--- src/olsb_defs.vh ---
// Purpose: Constants for the open-load status bank
// Assumes: APB byte address is four times the register index
// Notes:   Status indices equal the 5-bit address-byte patterns
`ifndef OLSB_DEFS_VH
`define OLSB_DEFS_VH

// Register indices
`define OLSB_IDX_OUT1_4      6'h01
`define OLSB_IDX_OUT5_8      6'h11
`define OLSB_IDX_OUT9_12     6'h09
`define OLSB_IDX_DET_ENABLE  6'h20

// Widths
`define OLSB_REG_W           8
`define OLSB_NUM_REGS        3
`define OLSB_NUM_BRIDGES     12
`define OLSB_BRIDGES_PER_REG 4

// Field positions inside a status byte, per bridge pair
`define OLSB_POS_LOW         0
`define OLSB_POS_HIGH        1

// Reset values
`define OLSB_RST_STATUS      8'h00
`define OLSB_RST_DET_ENABLE  24'hFFFFFF
`define OLSB_RST_RDATA       32'h00000000
`define OLSB_RST_ANY         1'b0

`endif

--- src/olsb_bank.v ---
// Purpose: Open-load status bank for twelve half-bridge outputs over APB
// Assumes: Detection inputs are synchronous to ref_clk
// Notes:   Status reads return snapshot taken in setup phase, then clear it
//
// Contract
// - Detected open load sets flag, stays latched
// - All open-load flags reset to zero
// - Outputs 1-4 register, HS4 bit7 down
// - Pattern 100 01 selects outputs 5-8
// - Pattern 010 01 selects outputs 9-12
// - Separate flag per low and high switch
// - Pattern 000 01 selects outputs 1-4
//
// Register access over APB and the placing of the registers were left to the implementer.
`include "olsb_defs.vh"

module olsb_bank (
    // Clock and reset
    input  wire                               ref_clk,
    input  wire                               reset_n,
    // APB slave
    input  wire                               psel,
    input  wire                               penable,
    input  wire                               pwrite,
    input  wire [7:0]                         paddr,
    input  wire [31:0]                        pwdata,
    input  wire [3:0]                         pstrb,
    output wire                               pready,
    output wire [31:0]                        prdata,
    output wire                               pslverr,
    // Open-load detection, one bit per bridge
    input  wire [`OLSB_NUM_BRIDGES-1:0]       detectLow,
    input  wire [`OLSB_NUM_BRIDGES-1:0]       detectHigh,
    // Status view
    output wire [`OLSB_NUM_BRIDGES*2-1:0]     openLoadFlags,
    output wire                               anyOpenLoad
);

    localparam integer NREG = `OLSB_NUM_REGS;
    localparam integer RW   = `OLSB_REG_W;
    localparam integer NB   = `OLSB_NUM_BRIDGES;
    localparam integer BPR  = `OLSB_BRIDGES_PER_REG;

    // Reset release through two flip-flops
    reg  [1:0] rstSync_ff;
    wire       rstSyncN;

    always @(posedge ref_clk or negedge reset_n) begin
        if (!reset_n) begin
            rstSync_ff <= 2'b00;
        end else begin
            rstSync_ff <= {rstSync_ff[0], 1'b1};
        end
    end

    assign rstSyncN = rstSync_ff[1];

    // Byte addresses of the registers
    wire [7:0] addrOut1to4  = {`OLSB_IDX_OUT1_4, 2'b00};
    wire [7:0] addrOut5to8  = {`OLSB_IDX_OUT5_8, 2'b00};
    wire [7:0] addrOut9to12 = {`OLSB_IDX_OUT9_12, 2'b00};
    wire [7:0] addrDetEn    = {`OLSB_IDX_DET_ENABLE, 2'b00};

    // Bus phases
    wire setupPhase  = psel & ~penable;
    wire accessPhase = psel & penable;

    // Address decode
    reg  [NREG-1:0] hitStatus;
    reg             hitDetEn;
    wire            hitAny;

    always @* begin
        hitStatus    = {NREG{1'b0}};
        hitStatus[0] = (paddr == addrOut1to4);
        hitStatus[1] = (paddr == addrOut5to8);
        hitStatus[2] = (paddr == addrOut9to12);
        hitDetEn     = (paddr == addrDetEn);
    end

    assign hitAny = (|hitStatus) | hitDetEn;

    // Read hits, decided in the setup cycle
    wire            rdHitStatus = ~pwrite & (|hitStatus);
    wire            rdHitDetEn  = ~pwrite & hitDetEn;

    // Detection enable register, one bit per switch
    reg  [NB*2-1:0] detEnable_ff;
    reg  [NB*2-1:0] nxt_detEnable;
    wire [31:0]     wrMask;

    assign wrMask = {{8{pstrb[3]}}, {8{pstrb[2]}}, {8{pstrb[1]}}, {8{pstrb[0]}}};

    always @* begin
        nxt_detEnable = detEnable_ff;
        if (accessPhase && pwrite && hitDetEn) begin
            nxt_detEnable = (detEnable_ff & ~wrMask[NB*2-1:0])
                          | (pwdata[NB*2-1:0] & wrMask[NB*2-1:0]);
        end
    end

    always @(posedge ref_clk or negedge rstSyncN) begin
        if (!rstSyncN) begin
            detEnable_ff <= `OLSB_RST_DET_ENABLE;
        end else begin
            detEnable_ff <= nxt_detEnable;
        end
    end

    // Pack detections into status byte order, pair per bridge
    wire [NB*2-1:0] detPacked;

    genvar h;
    generate
        for (h = 0; h < NB; h = h + 1) begin : gPack
            // Low at even bit, high at odd bit of each pair
            assign detPacked[2*h + `OLSB_POS_LOW]  = detectLow[h]
                                                   & detEnable_ff[2*h + `OLSB_POS_LOW];
            assign detPacked[2*h + `OLSB_POS_HIGH] = detectHigh[h]
                                                   & detEnable_ff[2*h + `OLSB_POS_HIGH];
        end
    endgenerate

    // Read snapshot and pending clear
    reg  [31:0]     rdata_ff;
    reg  [31:0]     nxt_rdata;
    reg  [RW-1:0]   snap_ff;
    reg  [RW-1:0]   nxt_snap;
    reg  [NREG-1:0] snapSel_ff;
    reg  [NREG-1:0] nxt_snapSel;
    reg             err_ff;
    reg             nxt_err;
    wire [NB*2-1:0] flagsAll;
    reg  [RW-1:0]   rdStatus;
    integer         k;

    always @* begin
        rdStatus = {RW{1'b0}};
        for (k = 0; k < NREG; k = k + 1) begin
            if (hitStatus[k]) begin
                rdStatus = flagsAll[k*RW +: RW];
            end
        end
    end

    always @* begin
        nxt_rdata   = rdata_ff;
        nxt_snap    = snap_ff;
        nxt_snapSel = snapSel_ff;
        nxt_err     = err_ff;
        if (setupPhase) begin
            nxt_err     = ~hitAny;
            nxt_snap    = {RW{1'b0}};
            nxt_snapSel = {NREG{1'b0}};
            nxt_rdata   = `OLSB_RST_RDATA;
            if (rdHitStatus) begin
                // Capture latched flags for return
                nxt_rdata   = {{(32-RW){1'b0}}, rdStatus};
                nxt_snap    = rdStatus;
                nxt_snapSel = hitStatus;
            end else if (rdHitDetEn) begin
                nxt_rdata = {{(32-NB*2){1'b0}}, detEnable_ff};
            end
        end else if (accessPhase) begin
            nxt_snapSel = {NREG{1'b0}};
        end
    end

    always @(posedge ref_clk or negedge rstSyncN) begin
        if (!rstSyncN) begin
            rdata_ff   <= `OLSB_RST_RDATA;
            snap_ff    <= `OLSB_RST_STATUS;
            snapSel_ff <= {NREG{1'b0}};
            err_ff     <= 1'b0;
        end else begin
            rdata_ff   <= nxt_rdata;
            snap_ff    <= nxt_snap;
            snapSel_ff <= nxt_snapSel;
            err_ff     <= nxt_err;
        end
    end

    // Status registers, one instance each
    genvar r;
    generate
        for (r = 0; r < NREG; r = r + 1) begin : gReg
            wire [RW-1:0] clrMask;

            // Clear only the returned bits at access completion
            assign clrMask = (accessPhase && snapSel_ff[r]) ? snap_ff : {RW{1'b0}};

            olsb_flag_reg uFlags (
                .ref_clk  (ref_clk),
                .rstSyncN (rstSyncN),
                .setMask  (detPacked[r*BPR*2 +: RW]),
                .clrMask  (clrMask),
                .flags    (flagsAll[r*RW +: RW])
            );
        end
    endgenerate

    // Bus answers
    assign pready  = accessPhase;
    assign prdata  = rdata_ff;
    assign pslverr = accessPhase & err_ff;

    // Summary flag, one cycle behind the flags
    reg             anyOpen_ff;
    wire            nxt_anyOpen = |flagsAll;

    always @(posedge ref_clk or negedge rstSyncN) begin
        if (!rstSyncN) begin
            anyOpen_ff <= `OLSB_RST_ANY;
        end else begin
            anyOpen_ff <= nxt_anyOpen;
        end
    end

    // Status view
    assign openLoadFlags = flagsAll;
    assign anyOpenLoad   = anyOpen_ff;

endmodule

--- src/olsb_flag_reg.v ---
// Purpose: One 8-bit latched flag register with set and clear masks
// Assumes: Set and clear arrive as one-cycle masks on ref_clk
// Notes:   Set wins over clear in the same cycle
`include "olsb_defs.vh"

module olsb_flag_reg (
    // Clock and reset
    input  wire                     ref_clk,
    input  wire                     rstSyncN,
    // Flag control
    input  wire [`OLSB_REG_W-1:0]   setMask,
    input  wire [`OLSB_REG_W-1:0]   clrMask,
    // Flag state
    output wire [`OLSB_REG_W-1:0]   flags
);

    reg  [`OLSB_REG_W-1:0] flag_ff;
    wire [`OLSB_REG_W-1:0] nxt_flag;

    genvar b;
    generate
        for (b = 0; b < `OLSB_REG_W; b = b + 1) begin : gBit
            // Latched: holds until cleared, new detection wins
            assign nxt_flag[b] = setMask[b] | (flag_ff[b] & ~clrMask[b]);
        end
    endgenerate

    always @(posedge ref_clk or negedge rstSyncN) begin
        if (!rstSyncN) begin
            flag_ff <= `OLSB_RST_STATUS;
        end else begin
            flag_ff <= nxt_flag;
        end
    end

    assign flags = flag_ff;

endmodule

--- config.mk ---
export PLATFORM = sky130hd
export DESIGN_NAME = olsb_bank
export DESIGN_NICKNAME = d
export VERILOG_FILES = /design/src/olsb_bank.v /design/src/olsb_flag_reg.v
export VERILOG_INCLUDE_DIRS = /design/src
export SDC_FILE = /design/constraint.sdc
export NUM_CORES = 1
export LEC_CHECK = 0
export ABC_AREA = 1
export ABC_CLOCK_PERIOD_IN_PS = 2400
export BUFFER_PORTS_ARGS = -buffer_cell sky130_fd_sc_hd__buf_2
export CORE_MARGIN = 4
export CORE_UTILIZATION = 46
export CTS_CLUSTER_DIAMETER = 150
export DETAILED_ROUTE_END_ITERATION = 6
export GPL_TIMING_DRIVEN = 0
export PLACE_DENSITY = 0.76
export SYNTH_ARGS = -nofsm -noshare
export SYNTH_HDL_FRONTEND = slang
export SYNTH_SLANG_ARGS = --single-unit
--- constraint.sdc ---
create_clock -name ref_clk -period 2.4 [get_ports ref_clk]
set_clock_uncertainty 0.05 [all_clocks]
set_input_delay 0.24 -clock ref_clk [delete_from_list [all_inputs] [get_ports ref_clk]]
set_output_delay 0.24 -clock ref_clk [all_outputs]
set_load 0.05 [all_outputs]
### Word-level counts from Yosys, hierarchy flattened

Cells that the tools add are included.
W data, S select, Z words.

| cells by class | value |
|---|---|
| reduce and logical (&&, ||, !) cells | 8 |
| mux-type cells | 12 |
| bitwise operators | 109 |
| equal/unequal tests | 4 |

Operators by type and width:

| kind | count |
|---|---|
| $mux W8 | 7 |
| $and A1 B1 Y1 | 53 |
| $and A24 B24 Y24 | 2 |
| $mux W24 | 2 |
| $not A1 Y1 | 27 |
| $or A1 B1 Y1 | 25 |
| $not A24 Y24 | 1 |
| $or A24 B24 Y24 | 1 |
| $reduce_or A24 Y1 | 1 |
| $mux W3 | 3 |
| $eq A8 B3 Y1 const B | 1 |
| $eq A8 B6 Y1 const B | 1 |
| $eq A8 B7 Y1 const B | 1 |
| $eq A8 B8 Y1 const B | 1 |
| $logic_and A1 B1 Y1 | 5 |
| $reduce_or A3 Y1 | 1 |
| $reduce_bool A2 Y1 | 1 |

| storage, ports and cells | value |
|---|---|
| output and inout bits | 59 |
| logic and storage cells | 143 |
| input port bits | 73 |
| register bits after elaboration | 95 |

### Depth between registers and ports, before layout

| depth | value |
|---|---|
| depth in word-level cells | 6 |
| gate-level depth with buffers | 10 |
| depth with buffers taken out | 9 |

### Hierarchy

A second synthesis with hierarchy kept.

| unflattened totals | value |
|---|---|
| cell total of the unflattened synthesis | 538 |
| area total of the unflattened synthesis | 4,396.7 um^2 |

Modules (own cells, without submodules):

| module | instances | area an instance (um^2) | cells each |
|---|---|---|---|
| olsb_bank | 1 | 3,435.8 | 418 |
| olsb_flag_reg | 3 | 320.3 | 40 |

### Worst setup path before layout

OpenSTA, ideal clock, no wires.

| timing path | value |
|---|---|
| path type | input-to-reg |
| start | input penable |
| end | register gReg[0].uFlags.flag_ff[0] |
| arrival | 1,141 ps |
| setup slack | 1,086 ps |
| stages | 5 |
| path buffers | 0 |
| setup time | 123 ps |
| path through | nand2_1 inv_1 nand2_1 o21ai_0 nand2_1 |

| between the ends | value |
|---|---|
| cells in the longest elaborated chain, start to end | 6 |

Ends and longest elaborated chain:

| item | RTL line | source |
|---|---|---|
| start: declaration | olsb_bank.v:23 | `input wire penable,` |
| $and A1 B1 Y1 | olsb_bank.v:66 | `wire accessPhase = psel & penable;` |
| via pready | olsb_bank.v:28 | `output wire pready,` |
| $logic_and A1 B1 Y1 | olsb_bank.v:190 | `assign clrMask = (accessPhase && snapSel_ff[r]) ? snap_ff : {RW{1'b0}};` |
| $mux W8 | olsb_bank.v:190 |  |
| $not A1 Y1 | olsb_flag_reg.v:24 | `assign nxt_flag[b] = setMask[b] \| (flag_ff[b] & ~clrMask[b]);` |
| $and A1 B1 Y1 | olsb_flag_reg.v:24 |  |
| $or A1 B1 Y1 | olsb_flag_reg.v:24 |  |
| via gReg[0].uFlags.nxt_flag[0] | olsb_flag_reg.v:18 | `` wire [`OLSB_REG_W-1:0] nxt_flag; `` |
| end signal: assignment | olsb_flag_reg.v:30 | `` flag_ff <= `OLSB_RST_STATUS; `` |
| end signal: assignment | olsb_flag_reg.v:32 | `flag_ff <= nxt_flag;` |
| end: declaration | olsb_flag_reg.v:17 | `` reg [`OLSB_REG_W-1:0] flag_ff; `` |

The timed path passes the listed nets, and every way through them passes these cells.
A chain may end at the register's enable or synchronous reset.

### Final worst setup path

| timing path | value |
|---|---|
| start | register gReg[1].uFlags.flag_ff[0] |
| end | output openLoadFlags[8] |

RTL lines:

| item | RTL line | source |
|---|---|---|
| start: declaration | olsb_flag_reg.v:17 |  |
| start signal: assignment | olsb_flag_reg.v:30 |  |
| start signal: assignment | olsb_flag_reg.v:32 |  |
| end: declaration | olsb_bank.v:35 | `` output wire [`OLSB_NUM_BRIDGES*2-1:0] openLoadFlags, `` |

No word-level cell between the ends.

==> flow_metrics.env <==
export IMPL_status="finished clean"
export IMPL_postCtsResizedCells=0
export IMPL_cp_required_ps=2110
export IMPL_portBuffers=114
export IMPL_p_per_area_mw_per_mm2=605
export IMPL_yosysWarnings=0
export IMPL_critical_path_class="flip-flop to output pin"
export IMPL_dieHeight_um=104
export IMPL_worst_path_buf_inv=1
export IMPL_max_stage_delay_ps=440
export IMPL_drive_gt1_share_pct=37.8
export IMPL_grt_pass1_wl_mm=18.8
export IMPL_period_needed_ps=1390
export IMPL_synth_cell_types=26
export IMPL_first_global_vias=3857
export IMPL_cp_max_fo=4
export IMPL_grt_ovfl_total=0
export IMPL_maxCapViolCount=0
export IMPL_grt_total_usage_pct=21.7
export IMPL_die_w_um=104
export IMPL_hold_buffers=1
export IMPL_vias_per_cell=5.09
export IMPL_num_vias=3792
export IMPL_cts_root_buffer="clkbuf_8"
export IMPL_wl_per_cell_um=15.2
export IMPL_grt_max_degree=59
export IMPL_final_common_cell="nand2_1"
export IMPL_drc_errors=0
export IMPL_cts_sinks=87
export IMPL_row_count=34
export IMPL_fmax_ghz=0.719
export IMPL_hpwl_mm=8.79
export IMPL_dr_pass1_iters=5
export IMPL_yosys_area_top_type_share_pct=36.8
export IMPL_p_total_uw=3180
export IMPL_detail_route_iter0_violations=227
export IMPL_fillCellCount=808
export IMPL_synth_seq_cells=87
export IMPL_cp_start_kind="flip-flop"
export IMPL_post_dp_cell_area_sq_mm=0.00504
export IMPL_most_common_layout_cells="nand2_1, buf_2, dfrtp_1"
export IMPL_hold_path_class="input port to flip-flop"
export IMPL_slew_violations=0
export IMPL_synth_area_top_cells="dfrtp_1, nand2_1, dfstp_2, nand3_1, inv_1"
export IMPL_antenna_found_initial=0
export IMPL_post_cts_buffers=0
export IMPL_crit_chain="buf_2"
export IMPL_cts_made_buffers=9
export IMPL_place_gp_congestion=0.915
export IMPL_rsz0062_at_grt="false"
export IMPL_period_share_pct=57.9
export IMPL_cp_end_kind="output pin"
export IMPL_slowest_stage="dfrtp_1"
export IMPL_design_area_sq_mm=0.00526
export IMPL_syn_area_sq_mm=0.00428
export IMPL_clock_latency_ps=360
export IMPL_cts_tree="built"
export IMPL_yosysSeqAreaShare_pct=51.6
export IMPL_area_growth_pct=22.8
export IMPL_setup_viol=0
export IMPL_ir_drop_mv=0.355
export IMPL_cp_arrival_ps=1100
export IMPL_htreeDepth=3
export IMPL_syn_area_per_cell_sq_um=8.60
export IMPL_worst_path_dominant_cell_family="flip-flops"
export IMPL_leakage_uw=0.00299
export IMPL_antennaDiodeCount=0
export IMPL_fin_nets=705
export IMPL_clock_path_buffers=2
export IMPL_fp_dieArea_sq_mm=0.0109
export IMPL_hold_viol_final=0
export IMPL_drt_wl_total_mm=11.3
export IMPL_core_sq_mm=0.00889
export IMPL_clkTransAtPathRegs_ps=90
export IMPL_synth_cells=498
export IMPL_synth_top_area_cell="dfrtp_1"
export IMPL_fin_setup_tns_ps=0
export IMPL_ios=132
export IMPL_antenna_left=0
export IMPL_start_util_pct=48.1
cell families after synthesis:
group / count (synthesis) / synth area share, %
compound gates: 52 / 8.21
other cells: 2 / 0.175
simple gates: 266 / 30.1
buf+inv: 91 / 9.91
flops: 87 / 51.6
final timing paths:
kind	startpoint	endpoint	slack (ps)	cells past startpoint
min in group asynchronous	reset_n	rstSync_ff[1]$_DFF_PN0_	130	2
max in group asynchronous	rstSync_ff[1]$_DFF_PN0_	async pin	1420	1
setup / recovery	gReg[1].uFlags.flags[0]$_DFF_PN0_	openLoadFlags[8]	1010	1
setup reg to reg	gReg[1].uFlags.flags[4]$_DFF_PN0_	anyOpenLoad$_DFF_PN0_	1080	4
hold / removal	pwdata[14]	flip-flop	30	3
hold reg to reg	rstSync_ff[1]$_DFF_PN0_	prdata[5]$_DFFE_PN0P_	220	0
area by class of cell:
| type | instances | area (sq um) | share of cell area, % |
|---|---|---|---|
| multi-input cells | 327 | 1680 | 31.9 |
| plain buffers | 20 | 150 | 2.86 |
| repair buffers | 116 | 608 | 11.6 |
| clock inverters | 3 | 42.5 | 0.810 |
| clock buffers | 13 | 159 | 3.02 |
| flip-flops and latches | 87 | 2210 | 42.1 |
| inverters | 71 | 274 | 5.21 |
| well taps | 108 | 135 | 2.57 |
stage by stage:
step	setup WS, ps	hold slack (ps)	instances	utilization (%)
final	1010	25.8	745	59.1
after global routing	944	22.4	745	59.1
after floorplan	903	-106	505	-
after detailed placement	942	-22.0	728	56.7
after global placement	453	-25.2	727	56.4
after CTS	998	15.0	745	59.1
power by group:
| part | switching (uW) | internal (uW) | total, uW |
|---|---|---|---|
| logic | 399 | 143 | 542 |
| registers | 57.7 | 1520 | 1580 |
| clock network | 520 | 538 | 1060 |
| total | 977 | 2200 | 3180 |
layer usage:
metal  up-vias  routed length (um)  track usage (%)
met5         -                   0                0
met4         0                 337             9.97
met3        35                1020             5.71
met2       177                5220             33.4
met1      1777                4710             28.6
li1       1803                   -                -
cells in the mapped netlist (all sizes together):
cell	n
nand2	180
inv	71
nand3	64
dfrtp	63
o21ai	51
dfstp	24
buf	17
nor2	16
nor4	4
clkbuf	3
conb	2
nand4	2
o22ai	1
Note: power is estimated with default switching activity, not from simulation.
